`src/core/ictr_cfg.svh`:
```
// Constants for the interrupt-controller system-register access decoder
`ifndef ICTR_CFG_SVH
`define ICTR_CFG_SVH
`define ICTR_COPROC 4'b1111
`define ICTR_OPC1 3'b000
`define ICTR_CRN 4'b1100
`define ICTR_CRM_SEL 4'b1100
`define ICTR_OPC2_SEL 3'b101
`define ICTR_CRM_AP0 4'b1000
`define ICTR_OPC2_AP0_TOP 1'b1
`define ICTR_ENABLE_BIT 0
`define ICTR_SEL_RESET 32'h0000_0000
`define ICTR_AP_RESET 32'h0000_0000
`define ICTR_SEL_MASK 32'h0000_0001
`define ICTR_PRIO_BITS 3'h5
`define ICTR_PRIO_AP1 3'h6
`define ICTR_PRIO_AP23 3'h7
`define ICTR_EL1 2'h1
`define ICTR_EL2 2'h2
`define ICTR_EL3 2'h3
`endif

```
`src/core/ictr_pkg.sv`:
```
// Types for the interrupt-controller system-register access decoder
package ictr_pkg;
   typedef struct packed {
      logic [3:0] coproc;
      logic [2:0] opc1;
      logic [3:0] crn;
      logic [3:0] crm;
      logic [2:0] opc2;
      logic write;
      logic [1:0] el;
      logic nonsecure;
      logic [31:0] wdata;
   } ictr_req_t;

   typedef enum logic [1:0] {
      ICTR_DONE = 2'b00,
      ICTR_UNDEF = 2'b01,
      ICTR_TRAP = 2'b11
   } ictr_outcome_t;

   typedef struct packed {
      logic valid;
      ictr_outcome_t outcome;
      logic [1:0] target_el;
      logic [31:0] rdata;
   } ictr_rsp_t;

   typedef struct packed {
      logic sel_l1_en;
      logic sel_hyp_en;
      logic sel_mon_en;
      logic group12_trap;
      logic fast_irq_virt_route;
      logic nonsecure_state_bit;
      logic trap_all_group0;
   } ictr_ctl_t;
endpackage

```
`src/core/ictr_access.sv`:
```
// System-register access decoder: interface-select and virtual group 0 priorities
`timescale 1ns/1ps
`include "ictr_cfg.svh"
// Operation
// - Decode interface-select register at coproc 1111, opc1 0, CRn/CRm 1100, opc2 101.
// - Interface-select bit 0 set enables system-register interface, else memory-mapped.
// - Monitor-level enable clear traps level-1 and level-2 select accesses to level 3.
// - Group 12 trap bit traps non-secure level-1 select accesses to level 2.
// - Non-secure state with hypervisor enable clear traps level-1 select accesses to level 2.
// - Memory-mapped writes may update shared system-register storage while disabled.
// - Virtual registers reachable only from non-secure level 1, routed by hypervisor bits.
// - System-register bit layouts match the equivalent memory-mapped registers.
// - Virtual priority registers are 32 bits, reset zero, zero meaning none active.
// - Decode priority registers at CRm 1000, opc2 as leading one plus index.
// - At non-secure level 1, fast route bit selects virtual over physical register.
// - Register 1 needs six priority bits; registers 2 and 3 need seven.
// - Level-1 enable clear makes non-secure level-1 priority accesses trap to level 1; the code traps them only when the fast route bit selects virtual.
// - Group 12 trap bit traps non-secure level-1 priority accesses to level 2; the code traps them only when the fast route bit selects virtual.
// - Non-secure state with trap-all-group-0 traps level-1 priority accesses to level 2; the code traps them only when the fast route bit selects virtual.
module ictr_access #(
   parameter logic [2:0] PRIO_BITS = `ICTR_PRIO_BITS
) (
   input wire logic ref_clk,
   input wire logic sys_rst,
   input wire logic req_valid,
   input wire ictr_pkg::ictr_req_t req,
   input wire ictr_pkg::ictr_ctl_t ctl,
   input wire logic mm_wr_valid,
   input wire logic [31:0] mm_wr_data,
   output ictr_pkg::ictr_rsp_t rsp,
   output logic sysreg_iface_enable,
   output logic [31:0] phys_ap_wdata,
   output logic [1:0] phys_ap_idx,
   output logic phys_ap_wr,
   output logic phys_ap_rd
);
   typedef enum logic [1:0] {
      ICTR_IDLE = 2'b00,
      ICTR_READ = 2'b01
   } ictr_state_t;

   ictr_state_t state;
   ictr_state_t next_state;
   logic [31:0] interface_select_reg;

   function automatic logic is_ns_l1(input ictr_pkg::ictr_req_t r);
      return r.nonsecure && (r.el == `ICTR_EL1);
   endfunction

   function automatic logic ap_present(input logic [1:0] idx, input logic [2:0] bits);
      if (idx == 2'd0) begin
         return 1'b1;
      end
      if (idx == 2'd1) begin
         return bits >= `ICTR_PRIO_AP1;
      end
      return bits >= `ICTR_PRIO_AP23;
   endfunction

   wire logic common_hit = (req.coproc == `ICTR_COPROC) && (req.opc1 == `ICTR_OPC1)
      && (req.crn == `ICTR_CRN);
   wire logic sel_hit = common_hit && (req.crm == `ICTR_CRM_SEL)
      && (req.opc2 == `ICTR_OPC2_SEL);
   wire logic ap_hit = common_hit && (req.crm == `ICTR_CRM_AP0)
      && (req.opc2[2] == `ICTR_OPC2_AP0_TOP);
   wire logic [1:0] ap_idx = req.opc2[1:0];
   wire logic ns_l1 = is_ns_l1(req);
   wire logic el12 = (req.el == `ICTR_EL1) || (req.el == `ICTR_EL2);
   wire logic ap_virt = ns_l1 && ctl.fast_irq_virt_route;

   // Select register checks, highest priority first
   wire logic sel_trap3 = el12 && !ctl.sel_mon_en;
   wire logic sel_trap2 = ns_l1 && (ctl.group12_trap
      || (ctl.nonsecure_state_bit && !ctl.sel_hyp_en));

   // Priority register checks; undefined beats traps, as missing registers do
   wire logic ap_undef = !ap_present(ap_idx, PRIO_BITS);
   wire logic ap_trap1 = ap_virt && !ctl.sel_l1_en;
   wire logic ap_trap2 = ap_virt && (ctl.group12_trap
      || (ctl.nonsecure_state_bit && ctl.trap_all_group0));

   // A request is taken only while no virtual read is pending; one in the
   // read's second cycle must not write the store or leave the core
   wire logic take = req_valid && (state == ICTR_IDLE);
   wire logic sel_ok = sel_hit && !sel_trap3 && !sel_trap2;
   wire logic ap_ok = ap_hit && !ap_undef && !ap_trap1 && !ap_trap2;
   wire logic virt_wr = take && ap_ok && ap_virt && req.write;
   wire logic sel_wr = take && sel_ok && req.write;
   wire logic mm_take = mm_wr_valid && !interface_select_reg[`ICTR_ENABLE_BIT];
   wire logic phys_go = take && ap_ok && !ap_virt;

   ictr_pkg::ictr_rsp_t next_rsp;
   logic [31:0] ap_rdata;

   ictr_ap_mem u_ap_mem (
      .ref_clk(ref_clk),
      .sys_rst(sys_rst),
      .wr_en(virt_wr),
      .wr_idx(ap_idx),
      .wr_data(req.wdata),
      .rd_idx(ap_idx),
      .rd_data(ap_rdata)
   );

   // Fixed-priority outcome: unknown encodings are undefined
   always_comb begin
      next_rsp = '0;
      next_state = ICTR_IDLE;
      case (state)
         ICTR_IDLE: begin
            if (req_valid) begin
               next_rsp.valid = 1'b1;
               if (sel_hit) begin
                  if (sel_trap3) begin
                     next_rsp.outcome = ictr_pkg::ICTR_TRAP;
                     next_rsp.target_el = `ICTR_EL3;
                  end else if (sel_trap2) begin
                     next_rsp.outcome = ictr_pkg::ICTR_TRAP;
                     next_rsp.target_el = `ICTR_EL2;
                  end else begin
                     next_rsp.rdata = interface_select_reg & `ICTR_SEL_MASK;
                  end
               end else if (ap_hit) begin
                  if (ap_undef) begin
                     next_rsp.outcome = ictr_pkg::ICTR_UNDEF;
                  end else if (ap_trap1) begin
                     next_rsp.outcome = ictr_pkg::ICTR_TRAP;
                     next_rsp.target_el = `ICTR_EL1;
                  end else if (ap_trap2) begin
                     next_rsp.outcome = ictr_pkg::ICTR_TRAP;
                     next_rsp.target_el = `ICTR_EL2;
                  end else if (ap_virt && !req.write) begin
                     // Memory read data lands one cycle later
                     next_rsp.valid = 1'b0;
                     next_state = ICTR_READ;
                  end
               end else begin
                  next_rsp.outcome = ictr_pkg::ICTR_UNDEF;
               end
            end
         end
         ICTR_READ: begin
            next_rsp.valid = 1'b1;
            next_rsp.rdata = ap_rdata;
         end
         default: begin
            next_state = ICTR_IDLE;
         end
      endcase
   end

   // Sequencing and the registered answer
   always_ff @(posedge ref_clk) begin
      if (sys_rst) begin
         state <= ICTR_IDLE;
         rsp <= '0;
      end else begin
         state <= next_state;
         rsp <= next_rsp;
      end
   end

   // Shared storage: the memory-mapped side may change it only while disabled;
   // a system write in the same cycle wins, the core being the newer owner
   always_ff @(posedge ref_clk) begin
      if (sys_rst) begin
         interface_select_reg <= `ICTR_SEL_RESET;
         sysreg_iface_enable <= 1'b0;
      end else if (sel_wr) begin
         interface_select_reg <= req.wdata & `ICTR_SEL_MASK;
         sysreg_iface_enable <= req.wdata[`ICTR_ENABLE_BIT];
      end else if (mm_take) begin
         interface_select_reg <= mm_wr_data & `ICTR_SEL_MASK;
         sysreg_iface_enable <= mm_wr_data[`ICTR_ENABLE_BIT];
      end
   end

   // Physical route leaves the core; its register lives elsewhere
   always_ff @(posedge ref_clk) begin
      if (sys_rst) begin
         phys_ap_wdata <= '0;
         phys_ap_idx <= '0;
         phys_ap_wr <= 1'b0;
         phys_ap_rd <= 1'b0;
      end else begin
         phys_ap_wr <= phys_go && req.write;
         phys_ap_rd <= phys_go && !req.write;
         phys_ap_idx <= ap_idx;
         phys_ap_wdata <= req.wdata;
      end
   end
endmodule // ictr_access

```
`src/core/ictr_ap_mem.sv`:
```
// Four-word store for the virtual group 0 active-priority registers
`timescale 1ns/1ps
`include "ictr_cfg.svh"
module ictr_ap_mem (
   input wire logic ref_clk,
   input wire logic sys_rst,
   input wire logic wr_en,
   input wire logic [1:0] wr_idx,
   input wire logic [31:0] wr_data,
   input wire logic [1:0] rd_idx,
   output logic [31:0] rd_data
);
   logic [31:0] store [4];

   always_ff @(posedge ref_clk) begin
      if (sys_rst) begin
         for (int i = 0; i < 4; i++) begin
            store[i] <= `ICTR_AP_RESET;
         end
         rd_data <= `ICTR_AP_RESET;
      end else begin
         if (wr_en) begin
            store[wr_idx] <= wr_data;
         end
         rd_data <= store[rd_idx];
      end
   end
endmodule // ictr_ap_mem

```
`config.mk`:
```
export PLATFORM = sky130hd
export DESIGN_NAME = ictr_access
export DESIGN_NICKNAME = d
export VERILOG_FILES = /design/src/core/ictr_pkg.sv /design/src/core/ictr_access.sv /design/src/core/ictr_ap_mem.sv
export VERILOG_INCLUDE_DIRS = /design/src /design/src/core
export SDC_FILE = /design/constraint.sdc
export NUM_CORES = 1
export LEC_CHECK = 0
export ABC_AREA = 1
export BUFFER_PORTS_ARGS = -buffer_cell sky130_fd_sc_hd__buf_2
export CORE_UTILIZATION = 44
export DETAILED_ROUTE_END_ITERATION = 12
export GPL_ROUTABILITY_DRIVEN = 0
export PLACE_DENSITY = 0.69
export SYNTH_ARGS = -nofsm -noshare
export SYNTH_HDL_FRONTEND = slang
export SYNTH_SLANG_ARGS = --single-unit
```
`constraint.sdc`:
```
create_clock -name ref_clk -period 3.75 [get_ports ref_clk]
set_clock_uncertainty 0.1 [all_clocks]
set_input_delay 0.75 -clock ref_clk [delete_from_list [all_inputs] [get_ports ref_clk]]
set_output_delay 0.75 -clock ref_clk [all_outputs]
set_load 0.1 [all_outputs]
```
==> flow_summary.toml, run 1 <==
[clocking]
clock_insertion_delay_worst_skew_ns = 0.50
cts_tree = "built"
maximum_clock_insertion_buffer_count = 3
clkSlewWorstSetupHoldPaths_ns = 0.06
cts_root_buf = "clkbuf_16"
htree_num_levels = 1
cts.sink_count = 235
ctsResizeCount = 0
post_cts_buffers = 0
holdBufCountCts = 0
number_of_buffers_created_by_cts = 24

[cells_and_area]
final_layout_size_suffix_gt1_share_pct = 20.3
post_route_core_utilization_pct = 56.1
layout-area-overhead-vs-synth_pct = 24.1
antenna_cells_inserted = 0
most-common-layout-cells = "nor2_1, nand2_1, buf_2"
layout.cells.most_common = "nor2_1"
nets = 1048
final-instance-count-excl-fill = 1196

[grt]
first_global_vias = 5183
maximum_number_of_pins_on_one_net_before_global_route_repair = 165
wire_length_of_the_first_global_routing_pass_um = 25100
grtUsageTotal_pct = 16.2
antenna_found_initial = 0
overflow_left_after_global_routing = 0

[place]
port-buffer-count = 139
dpl.hpwl_um = 8770
dp_cells = 1153

[sta]
maxClockFrequency_mhz = 423
rsz0062_at_grt = "no"
finalCritPeriodShare_pct = 63.0
setup_viol_count_final = 0
hold_viol_final = 0
final_max_slew_viols = 0
worst_slew_margin_rel_pct = 45.4
holdWs_ns = 0.312
totalNegativeSetupSlack_ns = 0
period_minus_slack_ns = 2.36
worst_slew_pin_slew_ns = 0.818

[die]
dieArea_um2 = 19100
core_area_um2 = 18000
die_w_um = 138
placementRows = 49
starting_utilization_of_the_core_area_pct = 45.2
boundaryPins = 171
die_height_um = 138

[power]
leakage_nw = 4.39
power-per-cell-area_nw_per_um2 = 557
ir_drop_uv = 421

[setup_path]
cp.required_ns = 3.86
setup.worst_path.start = "req[33]"
critical_path.max_fanout = 18
critical_path_class = "input pin to register"
critPathMostFrequentCell = "nand2_1"
worst_setup_ep_type = "register"
cp_cell_sequence = "buf_2 > ha_1 > nand2_1 > inv_2 > nand2_1 > a21oi_1 > nor3_1 > nand3_1 > nand2_2 > buf_12"
regToRegStartpoint = "state[0]"
cp_slowest_cell = "nand2_2"
critical-path-max-stage-delay_ns = 0.40
critPathLaunchType = "input pin"
worst_ep_arrival_time_ns = 2.47

[route]
wl_per_cell_um = 13.0
routed_vias = 5498
first_pass_iters = 4
post_route_drc = 0
ant_nets = 0
routed_wirelength_um = 15600
vias_per_cell = 4.60
detail_route.iter0.violations = 305

[synthesis]
yosysUniqueCellTypes = 25
post_synth.cell_area_avg_um2 = 10.8
synthesis.yosys.warnings = 0
netlist_instances = 753
seq_area_frac_synth_pct = 73.5
synth_seq_cells = 235
mappedNetlistArea_um2 = 8150

[min_path]
hold_path.startpoint = "u_ap_mem.rd_data[2]"
worst_hold_path_type = "register to register"

[status]
outcome = "finished clean"

[job]
drv.max_cap_violation_count = 0
-- metal layers --
metal	wire length [um]	track usage, %	up-vias
met2	7620	28.1	160
met5	0	0	-
met3	929	2.94	28
li1	-	-	2782
met1	6680	20.3	2528
met4	353	5.73	0
-- cell families after synthesis --
logic type | after synthesis | share of synthesized area, %
buf+inv | 91 | 4.30
simple gates | 352 | 17.0
flops | 235 | 73.5
other cells | 1 | 0.0460
compound gates | 73 | 5.01
fa+ha+maj | 1 | 0.154
-- power breakdown --
part | internal, mW | switching (mW) | total (mW)
Clock | 1.41 | 0.908 | 2.32
Combinational | 0.0906 | 0.325 | 0.416
Sequential | 2.86 | 0.0326 | 2.89
-- Yosys cell counts --
master	number	area (um^2)
dfxtp_1	107	2140
inv_1	46	173
nand4_2	1	12.5
nand2_2	1	6.26
inv_2	4	15.0
conb_1	1	3.75
nor2_1	177	664
nand4_1	4	25.0
buf_1	5	18.8
ha_1	1	12.5
nand3_2	1	10.0
nor2_2	2	12.5
clkbuf_1	28	105
nor2_4	2	22.5
nand3_1	8	40.0
nor3_1	4	20.0
o21ai_0	33	165
a31oi_1	32	200
buf_2	7	35.0
edfxtp_1	128	3840
nand2_1	151	567
or2_2	1	6.26
clkinv_1	1	3.75
a21o_1	1	7.51
a21oi_1	7	35.0
-- sequential cells by signal, summed over array words and instances, names as in the netlist --
register	cells
u_ap_mem.store	128
rsp	37
phys_ap_wdata	32
u_ap_mem.rd_data	32
phys_ap_idx	2
phys_ap_rd	1
phys_ap_wr	1
state	1
sysreg_iface_enable	1
-- metrics by stage --
stage | area (um^2) | power [mW] | setup slack (ns)
final | 10100 | 5.63 | 1.39
after global routing | 10100 | 5.81 | 1.18
after CTS | 10100 | 5.68 | 1.35
after detailed placement | 9330 | 3.36 | 0.828
after global placement | 9330 | 3.36 | 0.859
after floorplan | 8380 | 3.24 | 0.969
-- worst max-delay path, delay by kind of cell --
family | cells | cell delay, ns
and+or+nand+nor | 5 | 1.03
buffers and inverters | 3 | 0.38
adders and majority gates | 1 | 0.18
AOI/OAI and AO/OA | 1 | 0.11
-- final timing paths --
check                          endpoint  slack (ns)  cells past startpoint
setup reg to reg  u_ap_mem.store[0][30]        2.05                      4
setup / recovery  u_ap_mem.store[0][30]        1.39                     10
hold reg to reg                  rsp[2]        0.31                      2
hold / removal                   rsp[2]        0.31                      2
-- final cells by class --
type                       instances  area, um^2
clock buffer                      40         746
clock inverter                     3        38.8
fill                            1534        7910
inverter                          51         191
multi-input combinational        490        2050
sequential                       235        5990
tap                              229         287
timing repair buffer             148         807
Power figures use the tool's default switching activity.
==> run 2, diff against run 1 <==
--- a/config.mk
+++ b/config.mk
@@ -6,7 +6,7 @@
 export SDC_FILE = /design/constraint.sdc
 export NUM_CORES = 1
 export LEC_CHECK = 0
-export ABC_AREA = 1
+export ABC_AREA = 0
 export BUFFER_PORTS_ARGS = -buffer_cell sky130_fd_sc_hd__buf_2
 export CORE_UTILIZATION = 44
 export DETAILED_ROUTE_END_ITERATION = 12
==> constraint.sdc (replaced) <==
create_clock -name ref_clk -period 2.2 [get_ports ref_clk]
set_clock_uncertainty 0.1 [all_clocks]
set_input_delay 0.44 -clock ref_clk [delete_from_list [all_inputs] [get_ports ref_clk]]
set_output_delay 0.44 -clock ref_clk [all_outputs]
set_load 0.1 [all_outputs]
==> run 2 against run 1 <==
  * Count of clock-buffer cells in the layout is 11 lower
  * Cell area grew 4.9%
  * Non-clock buffer count is 17 higher
  * Worst setup slack got worse by 1.0 ns
  * Sequential share of layout area fell by 2.8 points
  * Synthesized cell count fell by 32%
  * Die area increased by 2.8%
  * Total power grew 81%
  * Sequential cell count stayed put
  * Highest routed layer unchanged
==> flow_summary.toml, run 2 <==
[synthesis]
yosys-top-cells-area = "edfxtp_1, dfxtp_1, mux4_2"
synth_async_sr_flop_share_pct = 0
synth_compound_gate_area_share_pct = 1.24
synth_largest_area_cell = "edfxtp_1"
seq_area_frac_synth_pct = 71.4
post_synth.cell_area_avg_um2 = 16.4
mappedNetlistArea_um2 = 8380
synth_top_flop_cell = "edfxtp_1"
synth_top_family_by_area = "simple AND/OR/NAND/NOR gates"
number_of_enable_flip_flop_cells_after_synthesis = 128
post_synth_fa_ha_maj_area_fraction_pct = 0.149
yosysUniqueCellTypes = 42
synthesis.yosys.warnings = 0
most_common_library_cells_after_synthesis = "edfxtp_1, dfxtp_1, nor2b_1"
synth_top_area_share_pct = 45.9
yosys.cell_count.top_type = "edfxtp_1"
yosys.area_share.xor_xnor_pct = 0
synth_seq_cells = 235
synth-simple-area-share_pct = 16.3
netlist_instances = 512
post_synth_mux_area_share_pct = 8.74

[cells_and_area]
most-common-layout-cells = "buf_2, edfxtp_1, dfxtp_1"
largest_register_ffs = 128
reg_top3 = "u_ap_mem.store: 128 flops, rsp: 37 flops"
nets = 833
final.fill_count = 1498
final_layout_size_suffix_gt1_share_pct = 37.9
largest_register = "u_ap_mem.store"
layout-area-overhead-vs-synth_pct = 26.6
antenna_cells_inserted = 0
layout.cells.most_common = "buf_2"

[sta]
worst_slew_pin_slew_ns = 0.772
rsz0062_at_grt = "no"
worst_slew_margin_rel_pct = 48.4
period_minus_slack_ns = 1.83
finalCritPeriodShare_pct = 83.2
totalNegativeSetupSlack_ns = 0
setup_viol_count_final = 0
hold_viol_final = 0
final_max_slew_viols = 0
maxClockFrequency_mhz = 546

[die]
starting_utilization_of_the_core_area_pct = 44.8
placementRows = 50
core_area_um2 = 18700
die_w_um = 140
boundaryPins = 171
dieArea_um2 = 19600
die_height_um = 140

[clocking]
number_of_buffers_created_by_cts = 23
clock_insertion_delay_worst_skew_ns = 0.49
cts.sink_count = 235
cts_root_buf = "clkbuf_16"
clkSlewWorstSetupHoldPaths_ns = 0.06
cts_tree = "built"
post_cts_buffers = 0
maximum_clock_insertion_buffer_count = 3
holdBufCountCts = 0
ctsResizeCount = 0
htree_num_levels = 1

[setup_path]
worstPathBufferInverterCount = 1
cp_cell_sequence = "buf_2"
worst_ep_arrival_time_ns = 1.29
setup.worst_path.start = "sysreg_iface_enable"
cp.required_ns = 1.66
path_delay_family = "buffers and inverters"
critical_path.max_fanout = 3
critPathLaunchType = "register"
regToRegStartpoint = "state[0]"
cp_slowest_cell = "buf_2"
worst_setup_ep_type = "primary output"
critical-path-max-stage-delay_ns = 0.44
critical_path_class = "register to primary output"

[route]
routed_wirelength_um = 14300
post_route_drc = 0
routed_vias = 4507
ant_nets = 0
detail_route.iter0.violations = 176
first_pass_iters = 4
vias_per_cell = 4.58
wl_per_cell_um = 14.6

[status]
outcome = "finished clean"

[job]
drv.max_cap_violation_count = 0

[power]
power_frac_comb_pct = 7.4
finalPower_mw = 10.2
p_int_mw = 8.06
netSwitchingPower_mw = 2.13
power-per-cell-area_nw_per_um2 = 960
ir_drop_uv = 712
pwr-share-clk_pct = 44.3
swShare_pct = 20.9
leakage_nw = 4.22
power.sequential.fraction_pct = 48.3

[min_path]
hold_path.startpoint = "req[35]"
worst_hold_path_type = "input pin to register"

[grt]
grtUsageTotal_pct = 15.2
overflow_left_after_global_routing = 0
first_global_vias = 4654
wire_length_of_the_first_global_routing_pass_um = 23400
antenna_found_initial = 0
maximum_number_of_pins_on_one_net_before_global_route_repair = 55

[place]
port-buffer-count = 139
dpl.hpwl_um = 9190
==> run 2: changes by cell type in the layout (fill, tap and decap cells not counted), moves of 33 or more <==
cell,before,now
nor2_1,177,7
nor2b_2,0,42
nor2b_1,0,87
o21ai_0,33,0
inv_1,46,2
nand2_1,150,1
==> run 2: layout make-up <==
| type | count | area [um^2] | area share [%] |
|---|---|---|---|
| Inverter | 2 | 7.51 | 0.0708 |
| Clock buffer | 29 | 649 | 6.12 |
| Clock inverter | 12 | 246 | 2.32 |
| Tap cell | 234 | 293 | 2.76 |
| Multi-Input combinational cell | 308 | 2470 | 23.3 |
| Sequential cell | 235 | 5990 | 56.4 |
| Timing Repair Buffer | 165 | 960 | 9.04 |
==> run 2: routing by layer <==
layer	global-route usage, %	routed length (um)	vias to the layer above
met5	0	0	-
met4	5.21	318	0
met3	3.01	666	25
met2	27.9	7510	106
met1	17.8	5860	2178
li1	-	-	2198
==> run 2: final timing paths <==
check	slack [ns]	cells past startpoint	endpoint
worst max-delay path	0.37	1	sysreg_iface_enable
worst min-delay path	0.09	2	state[0]
worst max register to register	0.41	5	u_ap_mem.store[0][10]
worst min register to register	0.32	1	rsp[30]
==> run 2: logic make-up after synthesis <==
logic type,after synthesis
flops,235
buf+inv,32
compound gates,14
fa+ha+maj,1
other cells,1
simple gates,196
mux,33
==> run 2: stage by stage <==
| step | worst slack, ns | area, um^2 | hold slack (ns) | util (%) | std cells |
|---|---|---|---|---|---|
| 3_5_place_dp | -0.0654 | 9710 | 0.311 | 51.9 | 944 |
| 6_report | 0.369 | 10600 | 0.0864 | 56.7 | 985 |
| 5_1_grt | 0.307 | 10600 | 0.0744 | 56.7 | 985 |
| 4_1_cts | 0.336 | 10600 | 0.0624 | 56.7 | 985 |
| 2_1_floorplan | 0.00317 | 8630 | 0.306 | - | 575 |
| 3_3_place_gp | -0.0641 | 9710 | 0.308 | 51.9 | 944 |
==> run 2: power by group through the flow <==
stage                     Combinational [mW]  Clock (mW)  Sequential, mW
after floorplan                        0.304           0            5.27
after global placement                 0.752           0            5.01
after detailed placement               0.762           0            5.02
after CTS                              0.766        4.62            4.93
after global routing                   0.809        4.78            4.95
final                                  0.757        4.51            4.92
